[src/mcsr_pkg.sv]
// constants shared by the monitor configuration and status register block
// assumes a single 10 MHz reference clock and an external serial engine
// that turns bus transactions into command-code strobes
package mcsr_pkg;

   // clock and conversion timing
   localparam int REF_CLK_HZ = 10_000_000;
   localparam int CONV_TIME_NS = 12800;
   localparam int GAP_TIME_NS = 6400;
   // least times, rounded up to whole cycles
   localparam int CONV_CYCLES = (CONV_TIME_NS * (REF_CLK_HZ / 1_000_000) + 999) / 1000;
   localparam int GAP_CYCLES = (GAP_TIME_NS * (REF_CLK_HZ / 1_000_000) + 999) / 1000;

   // command codes seen on the register port
   localparam logic [7:0] CMD_RD_STATUS1 = 8'h02;
   localparam logic [7:0] CMD_RD_CONFIG1 = 8'h03;
   localparam logic [7:0] CMD_WR_CONFIG1 = 8'h09;
   localparam logic [7:0] CMD_RD_STATUS2 = 8'h32;
   localparam logic [7:0] CMD_RD_CONFIG2 = 8'h33;
   localparam logic [7:0] CMD_WR_CONFIG2 = 8'h34;

   // reset values
   localparam logic [7:0] CONFIG1_RESET = 8'h00;
   localparam logic [7:0] CONFIG2_RESET = 8'h00;
   localparam logic [7:0] STATUS1_RESET = 8'h00;
   localparam logic [3:0] STATUS2_RESET = 4'h0;
   localparam logic [2:0] OVERTEMP_RESET = 3'h0;
   localparam logic [7:0] READ_RESET = 8'h00;

   // alert_mask_and_standby_config fields
   localparam int CFG1_MASK_ALL = 7;
   localparam int CFG1_STANDBY = 6;
   localparam int CFG1_MASK_REMOTE1 = 5;
   localparam int CFG1_MASK_REMOTE2 = 4;
   localparam int CFG1_MASK_VOLTAGE_INPUT_3 = 3;
   localparam int CFG1_MASK_VOLTAGE_INPUT_2 = 2;
   localparam int CFG1_MASK_VOLTAGE_INPUT_1 = 1;
   localparam int CFG1_MASK_SUPPLY = 0;

   // measurement_disable_config: reserved bit
   localparam int CFG2_RESERVED = 0;

   // temperature_trip_status fields
   localparam int ST1_BUSY = 7;
   localparam int ST1_INTERNAL_HIGH = 6;
   localparam int ST1_INTERNAL_LOW = 5;
   localparam int ST1_REMOTE1_HIGH = 4;
   localparam int ST1_REMOTE1_LOW = 3;
   localparam int ST1_REMOTE1_DIODE = 2;
   localparam int ST1_REMOTE2_HIGH = 1;
   localparam int ST1_REMOTE2_LOW = 0;

   // overtemp_voltage_status window trip fields (low nibble)
   localparam int ST2_VOLTAGE_INPUT_3 = 3;
   localparam int ST2_VOLTAGE_INPUT_2 = 2;
   localparam int ST2_VOLTAGE_INPUT_1 = 1;
   localparam int ST2_SUPPLY = 0;

   // conversion channels; disable bit of channel i is config2 bit (7 - i)
   localparam int NUM_CH = 7;
   localparam logic [2:0] CH_REMOTE1 = 3'h0;
   localparam logic [2:0] CH_REMOTE2 = 3'h1;
   localparam logic [2:0] CH_INTERNAL = 3'h2;
   localparam logic [2:0] CH_VOLTAGE_INPUT_3 = 3'h3;
   localparam logic [2:0] CH_VOLTAGE_INPUT_2 = 3'h4;
   localparam logic [2:0] CH_VOLTAGE_INPUT_1 = 3'h5;
   localparam logic [2:0] CH_SUPPLY = 3'h6;

   // over-temperature input order
   localparam int OT_INTERNAL = 0;
   localparam int OT_REMOTE1 = 1;
   localparam int OT_REMOTE2 = 2;

endpackage

[src/mcsr_sync.sv]
// two-flop synchroniser for a bundle of unrelated level inputs
// assumes each bit is a slow level; no bus coherency across bits
`timescale 1ns/100ps
module mcsr_sync #(
   parameter int WIDTH = 1
) (
   input wire logic refClk,
   input wire logic rst,
   input wire logic [WIDTH-1:0] asyncIn,
   output logic [WIDTH-1:0] syncOut
);
   logic [WIDTH-1:0] meta_q;
   logic [WIDTH-1:0] sync_q;

   // first stage feeds only the second stage
   always_ff @(posedge refClk or posedge rst) begin
      if (rst) begin
         meta_q <= '0;
         sync_q <= '0;
      end else begin
         meta_q <= asyncIn;
         sync_q <= meta_q;
      end
   end

   assign syncOut = sync_q;
endmodule

[src/mcsr_conv_seq.sv]
// round-robin conversion sequencer: walks the seven channels, skips
// disabled ones, rests between rounds, stops at once in standby
// assumes the analogue converter finishes within convCycles
`timescale 1ns/100ps
module mcsr_conv_seq
   import mcsr_pkg::*;
#(
   parameter int CONV_LEN = CONV_CYCLES,
   parameter int GAP_LEN = GAP_CYCLES
) (
   input wire logic refClk,
   input wire logic rst,
   input wire logic runEnable,
   input wire logic [NUM_CH-1:0] chanDisable,
   output logic [2:0] chanSel,
   output logic convStart,
   output logic convDone,
   output logic busy
);
   typedef enum logic [3:0] {
      MCSR_IDLE = 4'b0001,
      MCSR_SCAN = 4'b0010,
      MCSR_CONV = 4'b0100,
      MCSR_GAP = 4'b1000
   } mcsr_seq_t;

   mcsr_seq_t state_q, state_d;
   logic [2:0] chan_q, chan_d;
   logic [15:0] count_q, count_d;
   logic start_d, start_q;

   // next state; standby drops everything the same cycle
   always_comb begin
      state_d = state_q;
      chan_d = chan_q;
      count_d = count_q;
      start_d = 1'b0;
      convDone = 1'b0;
      if (!runEnable) begin
         state_d = MCSR_IDLE;
         chan_d = CH_REMOTE1;
         count_d = '0;
      end else begin
         case (state_q)
            MCSR_IDLE: begin
               state_d = MCSR_SCAN;
               chan_d = CH_REMOTE1;
            end
            MCSR_SCAN: begin
               // disabled channels are passed over, one per cycle
               if (!chanDisable[chan_q]) begin
                  state_d = MCSR_CONV;
                  count_d = '0;
                  start_d = 1'b1;
               end else if (chan_q == CH_SUPPLY) begin
                  state_d = MCSR_GAP;
                  count_d = '0;
               end else begin
                  chan_d = chan_q + 3'h1;
               end
            end
            MCSR_CONV: begin
               if (count_q == 16'(CONV_LEN - 1)) begin
                  convDone = 1'b1;
                  count_d = '0;
                  if (chan_q == CH_SUPPLY) begin
                     state_d = MCSR_GAP;
                  end else begin
                     chan_d = chan_q + 3'h1;
                     state_d = MCSR_SCAN;
                  end
               end else begin
                  count_d = count_q + 16'h0001;
               end
            end
            MCSR_GAP: begin
               // idle time between rounds shows busy low
               if (count_q == 16'(GAP_LEN - 1)) begin
                  state_d = MCSR_SCAN;
                  chan_d = CH_REMOTE1;
                  count_d = '0;
               end else begin
                  count_d = count_q + 16'h0001;
               end
            end
            default: begin
               state_d = MCSR_IDLE;
            end
         endcase
      end
   end

   always_ff @(posedge refClk or posedge rst) begin
      if (rst) begin
         state_q <= MCSR_IDLE;
         chan_q <= CH_REMOTE1;
         count_q <= '0;
         start_q <= 1'b0;
      end else begin
         state_q <= state_d;
         chan_q <= chan_d;
         count_q <= count_d;
         start_q <= start_d;
      end
   end

   assign chanSel = chan_q;
   assign convStart = start_q;
   assign busy = (state_q == MCSR_CONV);
endmodule

[src/mcsr_monitor_regs.sv]
// configuration and status registers of the temperature and voltage monitor
// assumes a serial engine on ref_clk that issues one-cycle command strobes,
// and limit comparators whose results arrive as asynchronous levels
`timescale 1ns/100ps

module mcsr_monitor_regs
   import mcsr_pkg::*;
#(
   parameter int CONV_LEN = CONV_CYCLES,
   parameter int GAP_LEN = GAP_CYCLES
) (
   input wire logic ref_clk,
   input wire logic rst,
   input wire logic [7:0] cmdCode,
   input wire logic cmdWrite,
   input wire logic cmdRead,
   input wire logic [7:0] cmdWrData,
   output logic [7:0] cmdRdData,
   output logic cmdRdValid,
   input wire logic [NUM_CH-1:0] cmpHighIn,
   input wire logic [NUM_CH-1:0] cmpLowIn,
   input wire logic [2:0] overtempIn,
   input wire logic remote1DiodeIn,
   input wire logic remote2DiodeIn,
   output logic [2:0] convChannel,
   output logic convStart,
   output logic resultUpdate,
   output logic convBusy,
   output logic standbyOut,
   output logic alertOut,
   output logic overtemp_output
);
   localparam int SYNC_W = 2 * NUM_CH + 5;

   // disable bit of a channel sits at the mirrored config two position
   function automatic logic [NUM_CH-1:0] chanDisables(input logic [7:0] cfg2);
      logic [NUM_CH-1:0] dis;
      dis = '0;
      for (int i = 0; i < NUM_CH; i++) begin
         dis[i] = cfg2[7-i];
      end
      return dis;
   endfunction

   logic [SYNC_W-1:0] syncBus;
   logic [NUM_CH-1:0] cmpHigh;
   logic [NUM_CH-1:0] cmpLow;
   logic [2:0] overtempCmp;
   logic remote1_diode_fault;
   logic remote2_diode_fault;

   logic [7:0] cfg1_q, cfg1_d;
   logic [7:0] cfg2_q, cfg2_d;
   logic [7:0] trip1_q, trip1_d;
   logic [3:0] trip2_q, trip2_d;
   logic [2:0] otFlag_q, otFlag_d;
   logic [7:0] rdData_q, rdData_d;
   logic rdValid_q, rdValid_d;
   logic alert_q, alert_d;
   logic otOut_q, otOut_d;

   logic [NUM_CH-1:0] chanDisable;
   logic [2:0] seqChan;
   logic seqDone;
   logic seqBusy;
   logic doneValid;
   logic [7:0] status1;
   logic [7:0] status2;
   logic [7:0] set1;
   logic [3:0] set2;
   logic clr1;
   logic clr2;

   // comparator and diode levels come from the analogue side
   mcsr_sync #(
      .WIDTH(SYNC_W)
   ) u_sync (
      .refClk(ref_clk),
      .rst(rst),
      .asyncIn({cmpHighIn, cmpLowIn, overtempIn, remote1DiodeIn, remote2DiodeIn}),
      .syncOut(syncBus)
   );

   assign cmpHigh = syncBus[SYNC_W-1 -: NUM_CH];
   assign cmpLow = syncBus[NUM_CH+4 -: NUM_CH];
   assign overtempCmp = syncBus[4:2];
   assign remote1_diode_fault = syncBus[1];
   assign remote2_diode_fault = syncBus[0];

   assign chanDisable = chanDisables(cfg2_q);

   mcsr_conv_seq #(
      .CONV_LEN(CONV_LEN),
      .GAP_LEN(GAP_LEN)
   ) u_seq (
      .refClk(ref_clk),
      .rst(rst),
      .runEnable(!cfg1_q[CFG1_STANDBY]),
      .chanDisable(chanDisable),
      .chanSel(seqChan),
      .convStart(convStart),
      .convDone(seqDone),
      .busy(seqBusy)
   );

   // a channel disabled mid-conversion throws its result away
   assign doneValid = seqDone && !chanDisable[seqChan];
   assign resultUpdate = doneValid;
   assign convChannel = seqChan;
   assign convBusy = seqBusy;
   assign standbyOut = cfg1_q[CFG1_STANDBY];

   // configuration writes; reserved bit never stores
   always_comb begin
      cfg1_d = cfg1_q;
      cfg2_d = cfg2_q;
      if (cmdWrite && cmdCode == CMD_WR_CONFIG1) begin
         cfg1_d = cmdWrData;
      end else if (cmdWrite && cmdCode == CMD_WR_CONFIG2) begin
         cfg2_d = cmdWrData;
         cfg2_d[CFG2_RESERVED] = 1'b0;
      end
   end

   // trip events from the channel that just finished
   always_comb begin
      set1 = '0;
      set2 = '0;
      if (doneValid) begin
         case (seqChan)
            CH_INTERNAL: begin
               set1[ST1_INTERNAL_HIGH] = cmpHigh[CH_INTERNAL];
               set1[ST1_INTERNAL_LOW] = cmpLow[CH_INTERNAL];
            end
            CH_REMOTE1: begin
               set1[ST1_REMOTE1_HIGH] = cmpHigh[CH_REMOTE1];
               set1[ST1_REMOTE1_LOW] = cmpLow[CH_REMOTE1];
            end
            CH_REMOTE2: begin
               set1[ST1_REMOTE2_HIGH] = cmpHigh[CH_REMOTE2];
               set1[ST1_REMOTE2_LOW] = cmpLow[CH_REMOTE2];
            end
            CH_VOLTAGE_INPUT_3: begin
               set2[ST2_VOLTAGE_INPUT_3] = cmpHigh[CH_VOLTAGE_INPUT_3] | cmpLow[CH_VOLTAGE_INPUT_3];
            end
            CH_VOLTAGE_INPUT_2: begin
               set2[ST2_VOLTAGE_INPUT_2] = cmpHigh[CH_VOLTAGE_INPUT_2] | cmpLow[CH_VOLTAGE_INPUT_2];
            end
            CH_VOLTAGE_INPUT_1: begin
               set2[ST2_VOLTAGE_INPUT_1] = cmpHigh[CH_VOLTAGE_INPUT_1] | cmpLow[CH_VOLTAGE_INPUT_1];
            end
            CH_SUPPLY: begin
               set2[ST2_SUPPLY] = cmpHigh[CH_SUPPLY] | cmpLow[CH_SUPPLY];
            end
            default: begin
               set2 = '0;
            end
         endcase
      end
   end

   // read-to-clear; a trip landing in the read cycle survives for the next read
   assign clr1 = cmdRead && cmdCode == CMD_RD_STATUS1;
   assign clr2 = cmdRead && cmdCode == CMD_RD_STATUS2;

   always_comb begin
      trip1_d = set1 | (trip1_q & ~{8{clr1}});
      trip1_d[ST1_BUSY] = 1'b0;
      trip1_d[ST1_REMOTE1_DIODE] = 1'b0;
      trip2_d = set2 | (trip2_q & ~{4{clr2}});
   end

   // over-temperature flags track each fresh measurement, set and clear alike
   always_comb begin
      otFlag_d = otFlag_q;
      if (doneValid && seqChan == CH_INTERNAL) begin
         otFlag_d[OT_INTERNAL] = overtempCmp[OT_INTERNAL];
      end else if (doneValid && seqChan == CH_REMOTE1) begin
         otFlag_d[OT_REMOTE1] = overtempCmp[OT_REMOTE1];
      end else if (doneValid && seqChan == CH_REMOTE2) begin
         otFlag_d[OT_REMOTE2] = overtempCmp[OT_REMOTE2];
      end
      otOut_d = |otFlag_q;
   end

   // status views; busy and diode bits are live, not latched
   always_comb begin
      status1 = trip1_q;
      status1[ST1_BUSY] = seqBusy;
      status1[ST1_REMOTE1_DIODE] = remote1_diode_fault;
      status2 = {otFlag_q[OT_INTERNAL], otFlag_q[OT_REMOTE1], otFlag_q[OT_REMOTE2],
                 remote2_diode_fault, trip2_q};
   end

   // read decode; unknown codes answer zero
   always_comb begin
      rdData_d = rdData_q;
      rdValid_d = 1'b0;
      if (cmdRead) begin
         rdValid_d = 1'b1;
         if (cmdCode == CMD_RD_STATUS1) begin
            rdData_d = status1;
         end else if (cmdCode == CMD_RD_STATUS2) begin
            rdData_d = status2;
         end else if (cmdCode == CMD_RD_CONFIG1) begin
            rdData_d = cfg1_q;
         end else if (cmdCode == CMD_RD_CONFIG2) begin
            rdData_d = cfg2_q;
         end else begin
            rdData_d = READ_RESET;
         end
      end
   end

   // alert: internal trips obey only mask-all; diode faults count with their channel
   always_comb begin
      alert_d = 1'b0;
      if (!cfg1_q[CFG1_MASK_ALL]) begin
         alert_d = trip1_q[ST1_INTERNAL_HIGH] | trip1_q[ST1_INTERNAL_LOW]
            | (!cfg1_q[CFG1_MASK_REMOTE1] & (trip1_q[ST1_REMOTE1_HIGH] | trip1_q[ST1_REMOTE1_LOW]
               | remote1_diode_fault))
            | (!cfg1_q[CFG1_MASK_REMOTE2] & (trip1_q[ST1_REMOTE2_HIGH] | trip1_q[ST1_REMOTE2_LOW]
               | remote2_diode_fault))
            | (!cfg1_q[CFG1_MASK_VOLTAGE_INPUT_3] & trip2_q[ST2_VOLTAGE_INPUT_3])
            | (!cfg1_q[CFG1_MASK_VOLTAGE_INPUT_2] & trip2_q[ST2_VOLTAGE_INPUT_2])
            | (!cfg1_q[CFG1_MASK_VOLTAGE_INPUT_1] & trip2_q[ST2_VOLTAGE_INPUT_1])
            | (!cfg1_q[CFG1_MASK_SUPPLY] & trip2_q[ST2_SUPPLY]);
      end
   end

   // all register state, cleared by power-on reset
   always_ff @(posedge ref_clk or posedge rst) begin
      if (rst) begin
         cfg1_q <= CONFIG1_RESET;
         cfg2_q <= CONFIG2_RESET;
         trip1_q <= STATUS1_RESET;
         trip2_q <= STATUS2_RESET;
         otFlag_q <= OVERTEMP_RESET;
         rdData_q <= READ_RESET;
         rdValid_q <= 1'b0;
         alert_q <= 1'b0;
         otOut_q <= 1'b0;
      end else begin
         cfg1_q <= cfg1_d;
         cfg2_q <= cfg2_d;
         trip1_q <= trip1_d;
         trip2_q <= trip2_d;
         otFlag_q <= otFlag_d;
         rdData_q <= rdData_d;
         rdValid_q <= rdValid_d;
         alert_q <= alert_d;
         otOut_q <= otOut_d;
      end
   end

   assign cmdRdData = rdData_q;
   assign cmdRdValid = rdValid_q;
   assign alertOut = alert_q;
   assign overtemp_output = otOut_q;
endmodule

[config.mk]
export PLATFORM = sky130hd
export DESIGN_NAME = mcsr_monitor_regs
export DESIGN_NICKNAME = d
export VERILOG_FILES = /design/src/mcsr_pkg.sv /design/src/mcsr_sync.sv /design/src/mcsr_conv_seq.sv /design/src/mcsr_monitor_regs.sv
export SDC_FILE = /design/constraint.sdc
export NUM_CORES = 1
export LEC_CHECK = 0
export BUFFER_PORTS_ARGS = -buffer_cell sky130_fd_sc_hd__buf_2
export CAP_MARGIN = 5
export CORE_ASPECT_RATIO = 1.4
export CORE_UTILIZATION = 57
export CTS_CLUSTER_SIZE = 14
export DETAILED_ROUTE_END_ITERATION = 10
export PLACE_DENSITY = 0.83
export SETUP_SLACK_MARGIN = 0.2
export SLEW_MARGIN = 10
export SYNTH_ARGS = -nofsm -noshare
export SYNTH_HDL_FRONTEND = slang
export SYNTH_SLANG_ARGS = --single-unit
[constraint.sdc]
create_clock -name ref_clk -period 3.43 [get_ports ref_clk]
set_input_delay 0.1715 -clock ref_clk [delete_from_list [all_inputs] [get_ports ref_clk]]
set_output_delay 0.1715 -clock ref_clk [all_outputs]
set_load 0.02 [all_outputs]
# After elaboration in Yosys (flattened, before gate mapping)
# Cells that the tools add are included.
[op_classes]
n_bitwise = 30
n_addsub = 2
n_mux = 43
n_lt_le_gt_ge = 1
n_reduce_logical = 25
n_eq_ne = 22
[op_table]
columns = ["cell", "count"]
rows = [
  ["$mux W16", 5],
  ["$pmux W16 S3", 1],
  ["$mux W4", 8],
  ["$mux W8", 4],
  ["$eq A8 B6 Y1 const B", 3],
  ["$add A16 B1 Y16 const B", 1],
  ["$eq A16 B6 Y1 const B", 1],
  ["$eq A16 B7 Y1 const B", 1],
  ["$eq A8 B2 Y1 const B", 2],
  ["$pmux W4 S4", 1],
  ["$mux W3", 5],
  ["$or A1 B1 Y1", 15],
  ["$mux W1", 13],
  ["$pmux W3 S4", 1],
  ["$eq A3 B3 Y1 const B", 3],
  ["$eq A8 B4 Y1 const B", 1],
  ["$logic_and A1 B1 Y1", 8],
  ["$mux W2", 4],
  ["$and A7 B7 Y7", 1],
  ["$logic_not A1 Y1", 7],
  ["$not A7 Y7", 1],
  ["$or A7 B7 Y7", 1],
  ["$and A1 B1 Y1", 6],
  ["$eq A3 B2 Y1 const B", 2],
  ["other kinds (22)", 28],
]
[totals]
regBits = 101
input_bits = 39
wordCells = 140
out_inout_bits = 18

# Longest topological paths before layout
[depth]
ltp_word = 10
mapped_depth = 9
ltp_nobuf = 7

# By module
# From an unflattened synthesis, not the netlist that was laid out.
[hier_totals]
hier_cells = 386
area_unflattened_um2 = 4556.9
[modules_own_cells]
columns = ["mod", "cells_each", "area_per_inst_um2", "seq_area_each_um2", "instances"]
rows = [
  ["mcsr_monitor_regs", 163, 1915.6, 975.9, 1],
  ["mcsr_conv_seq", 184, 1686.6, 601.8, 1],
  ["mcsr_sync", 39, 954.7, 950.9, 1],
]

# Worst setup path after synthesis
# OpenSTA, ideal clock, no wires.
[synth_path]
path_type = "flip-flop to flip-flop"
start = "reg u_seq.count_q[10]"
end = "reg otFlag_q[0]"
setup_time_ns = 0.128
arrival_ns = 2.634
synth_period_minus_slack_ns = 2.762
path_slack_ns = 0.668
stages_incl_launch_ff = 7
n_path_buf = 1
t_required_ns = 3.302
cell_sequence = "dfrtp_1 -> or4_4 -> or4_4 -> or4b_1 -> buf_6 -> nor3b_4 -> mux2_1"
[synth_between]
elab_chain_len = 6
[synth_rtl]
columns = ["element", "line_no", "rtl"]
rows = [
  ["from (decl)", "mcsr_conv_seq.sv:29", "logic [15:0] count_q, count_d;"],
  ["from (signal assigned)", "mcsr_conv_seq.sv:102", "count_q <= count_d;"],
  ["$eq A16 B7 Y1", "mcsr_conv_seq.sv:63", "if (count_q == 16'(CONV_LEN - 1)) begin"],
  ["$mux W1", "mcsr_conv_seq.sv:63", ""],
  ["$mux W1", "mcsr_conv_seq.sv:44", "case (state_q)"],
  ["$mux W1", "mcsr_conv_seq.sv:39", "if (!runEnable) begin"],
  ["$logic_and A1 B1 Y1", "mcsr_monitor_regs.sv:107", "assign doneValid = seqDone && !chanDisable[seqChan];"],
  ["$logic_and A1 B1 Y1", "mcsr_monitor_regs.sv:176", "if (doneValid && seqChan == CH_INTERNAL) begin"],
  ["to (signal assigned)", "mcsr_monitor_regs.sv:248", "otFlag_q <= otFlag_d;"],
  ["to (decl)", "mcsr_monitor_regs.sv:56", "logic [2:0] otFlag_q, otFlag_d;"],
]
# No other way between the ends.
# A chain may end at the register's enable or synchronous reset.

# Worst setup path in the final report
# Same ends and word-level chain as after synthesis.

==> run_results.csv <==
group,metric,value,unit
outcome,status,"complete, no violations",
placed_design,dp_cells,516,
timing,rsz0062_at_grt,"no",
finish,fin_area,5080,sq um
cts,root_buffer,"clkbuf_8",
routing,first_pass_iters,6,
setup_path,crit_path_max_incr_delay,0.69,ns
finish,regArea,2530,sq um
power_and_ir_drop,peakVddDrop,0.000272,V
routing,vias,3319,
setup_path,crit_type,"flip-flop to flip-flop",
floorplanning,pin_count,57,
logic_synthesis,yosysWarnings,0,
routing,dr_wl_met2,4810,microns
cts,ctsResizeCount,0,
setup_path,cp.arrival,3.24,ns
cts,cts.sinks,101,
logic_synthesis,synth_top_area_share,57.7,%
floorplanning,die_area,7970,sq um
timing,finalSetupTns,0,ns
logic_synthesis,synth.ff_latch_count,101,
logic_synthesis,ys_async_sr_fraction,100,%
timing,period_needed,2.99,ns
routing,postRouteAntennaNets,0,
logic_synthesis,ys_types,59,
placed_design,place.port_buffers,56,
cts,cts_tree,"done",
routing,wl_per_cell,16.7,microns
cts,clk_latency,0.36,ns
floorplanning,die_w,75.7,microns
setup_path,worstPathRequired,3.69,ns
timing,max_slew.worst_pin.slew,0.860,ns
logic_synthesis,synth_area_leaders,"dfrtp_1, mux2_2, a22oi_1",
logic_synthesis,synth_area,4340,sq um
routing,viasPerCell,6.02,
placed_design,hpwl,6510,microns
placed_design,globalplace.congestion,0.867,
placed_design,dpl_cell_area,4710,sq um
timing,setup_viol,0,
cts,cts_buffers,9,
finish,area_growth_syn_to_layout,17.2,%
floorplanning,die_h,105,microns
routing,top_layer,"met4",
setup_path,worstPathCellList,"or4_4 > or4_4 > or4b_1 > nor3b_4 > mux2_1",
global_routing,grt_max_degree,47,
logic_synthesis,ys_seq_area_share,58.3,%
global_routing,gr-total-overflow,0,
routing,drc,0,
worst_hold_path,hp-class,"input pin to flip-flop",
logic_synthesis,synth_fa_ha_area_share,1.73,%
setup_path,end_kind,"flip-flop",
finish,fin_cells,551,
timing,slew_headroom,42.7,%
routing,routed_wl,9200,microns
logic_synthesis,synth-compound-area-share,13.4,%
routing,drtIter0Drc,263,
timing,fin_worst_skew,0.0129,ns
timing,timing.fmax,335,MHz
floorplanning,core_area,7360,sq um
setup_path,cp.depth,5,
setup_path,startpoint_type,"flip-flop",
global_routing,grt_pass1_wl,15300,microns
logic_synthesis,syn_nets,419,
global_routing,antenna_found_initial,0,
global_routing,grt_use_total,25.9,%
logic_synthesis,synth_xor_area_share,0.404,%
global_routing,grt_pass1_vias,3271,
power_and_ir_drop,power,2.56,mW
finish,diodes,0,
setup_path,worst_path_most_repeated_cell,"or4_4",
finish,fill_cells,542,
logic_synthesis,synth_cells,374,
setup_path,worst_path_max_delay_cell,"or4b_1",
finish,layout.nets,495,
logic_synthesis,synth-main-ff-cell,"dfrtp_1",
logic_synthesis,synth_top_family_by_area,"simple AND/OR/NAND/NOR gates",
setup_path,critPathBufInv,0,
setup_path,cp_top_family,"simple AND/OR/NAND/NOR gates",
floorplanning,rows,37,
worst_hold_path,holdPathStages,2,
timing,finalHoldViolCount,0,
finish,multi_input_area,1680,sq um
power_and_ir_drop,cellLeakagePower,2.25,nW
logic_synthesis,synth_top_area_cell,"dfrtp_1",
timing,finalCritPeriodShare,87.1,%
timing,drv_slew,0,
cts,htreeDepth,3,
floorplanning,initial_core_util,58.9,%
logic_synthesis,synth-simple-area-share,16.5,%
setup_path,cp_max_fo,7,
setup_path,r2r_cells,5,
logic_synthesis,synth-edff-count,0,
power_and_ir_drop,power.density,504,nW/um^2
finish,drive_gt1_share,22.9,%
job,maxCapViolCount,0,
routing,wl_met3,559,microns
cts,cts_buffer_depth,2,
logic_synthesis,synth.area.mux_share,6.87,%
logic_synthesis,syn_area_per_cell,11.6,sq um
routing,met1_length,3580,microns
cts,clk_pin_slew,0.09,ns
[worst register-to-register path: cells and delay by family, from the launching register on]
kind,cells,cell delay (ns)
simple gates,4,2.13
flops,1,0.43
mux,1,0.34
[worst paths after layout]
kind,start,to,slack (ns)
worst max-delay path,u_seq.count_q[10],otFlag_q[0],0.44
worst min-delay path,cmdWrData[0],cfg1_q[0],0.06
worst max register to register,u_seq.count_q[10],otFlag_q[0],0.44
worst min register to register,u_sync.meta_q[2],u_sync.syncOut[2],0.35
max in group asynchronous,rst,u_seq.count_q[3],2.20
min in group asynchronous,rst,trip1_q[1],0.32
[cell families after synthesis]
family | after synthesis
AND/OR/NAND/NOR | 124
flip-flops | 101
AO/OA/AOI/OAI | 84
buffers and inverters | 31
multiplexers | 26
adder cells (fa/ha/maj) | 6
XOR/XNOR | 2
[power breakdown]
group	switching, mW	leakage [nW]	total, mW	internal (mW)
clock	0.382	0.0860	0.667	0.285
combinational	0.313	0.890	0.537	0.224
sequential	0.0852	1.28	1.36	1.27
[layer usage]
metal  GRT usage (%)  vias to the layer above
met5               0                        -
met4            10.4                        0
met3            6.27                       24
met2            42.9                      143
met1            31.8                     1616
li1                -                     1536
[registers in the layout (all words and copies together) (netlist names)]
signal / cells
u_sync.meta_q: 19
u_sync.syncOut: 19
u_seq.count_q: 16
cfg1_q: 8
cmdRdData: 8
cfg2_q: 7
trip1_q: 6
trip2_q: 4
u_seq.state_q: 4
otFlag_q: 3
u_seq.chanSel: 3
alertOut: 1
cmdRdValid: 1
overtemp_output: 1
u_seq.convStart: 1
[synth_stat cells (all sizes together), types with 2 or more instances]
cell type  number
nand3b          3
a2bb2oi         3
mux2           20
o22a            2
o311ai          2
o21ai          21
nor2b           5
mux2i           5
clkbuf         13
buf             2
inv            16
o21a            2
a221o           2
or3             3
nand2          25
nor3           12
a22o            7
nand3           7
o31ai           4
xor2            2
a21oi           5
or4             7
a22oi          14
nand4          10
or4b            2
a31oi          12
nor3b           2
dfrtp         100
nand2b          8
nor4b           2
or2             2
nor2           25
nor4            4
ha              6
nand4b          2
[per-stage QoR]
step | hold WS (ns) | setup WS (ns) | utilization, %
5_1_grt | 0.0387 | 0.380 | 69.0
2_1_floorplan | 0.203 | 0.613 | -
3_5_place_dp | 0.181 | 0.460 | 63.9
3_3_place_gp | 0.169 | 0.526 | 63.9
4_1_cts | 0.0374 | 0.444 | 69.0
6_report | 0.0579 | 0.444 | 69.0
[placed cells by master, fill, tap and decap left out, types with 3 or more instances in the layout]
| master | n |
|---|---|
| a21oi_1 | 5 |
| mux2_2 | 17 |
| mux2_1 | 3 |
| or3_1 | 3 |
| a2bb2oi_1 | 3 |
| o31ai_1 | 4 |
| buf_2 | 56 |
| dfrtp_1 | 100 |
| nor2b_1 | 5 |
| nand2_1 | 25 |
| a22o_1 | 7 |
| nand2b_1 | 8 |
| nor2_1 | 25 |
| nand3b_1 | 3 |
| or4_1 | 4 |
| a22oi_1 | 14 |
| inv_1 | 15 |
| nor4_1 | 3 |
| clkbuf_8 | 10 |
| ha_1 | 6 |
| nand4_1 | 10 |
| a31oi_1 | 12 |
| nor3_1 | 11 |
| mux2i_1 | 5 |
| o21ai_0 | 21 |
| nand3_1 | 7 |
| or4_4 | 3 |
| dlygate4sd3_1 | 20 |
| buf_4 | 4 |
[area by class of cell]
type,instances,share of cell area (%)
Tap cell,97,2.39
Timing Repair Buffer,80,10.0
Clock buffer,11,2.78
Clock inverter,4,0.665
Multi-Input combinational cell,242,33.1
Inverter,16,1.23
Sequential cell,101,49.8
[timing repair]
action | 4_1_cts | 5_1_grt
hold buffers | 20 | 0
hold endpoints to repair | 46 | 0
buffers inserted | 0 | 0
Note: power is estimated with default switching activity, not from simulation.
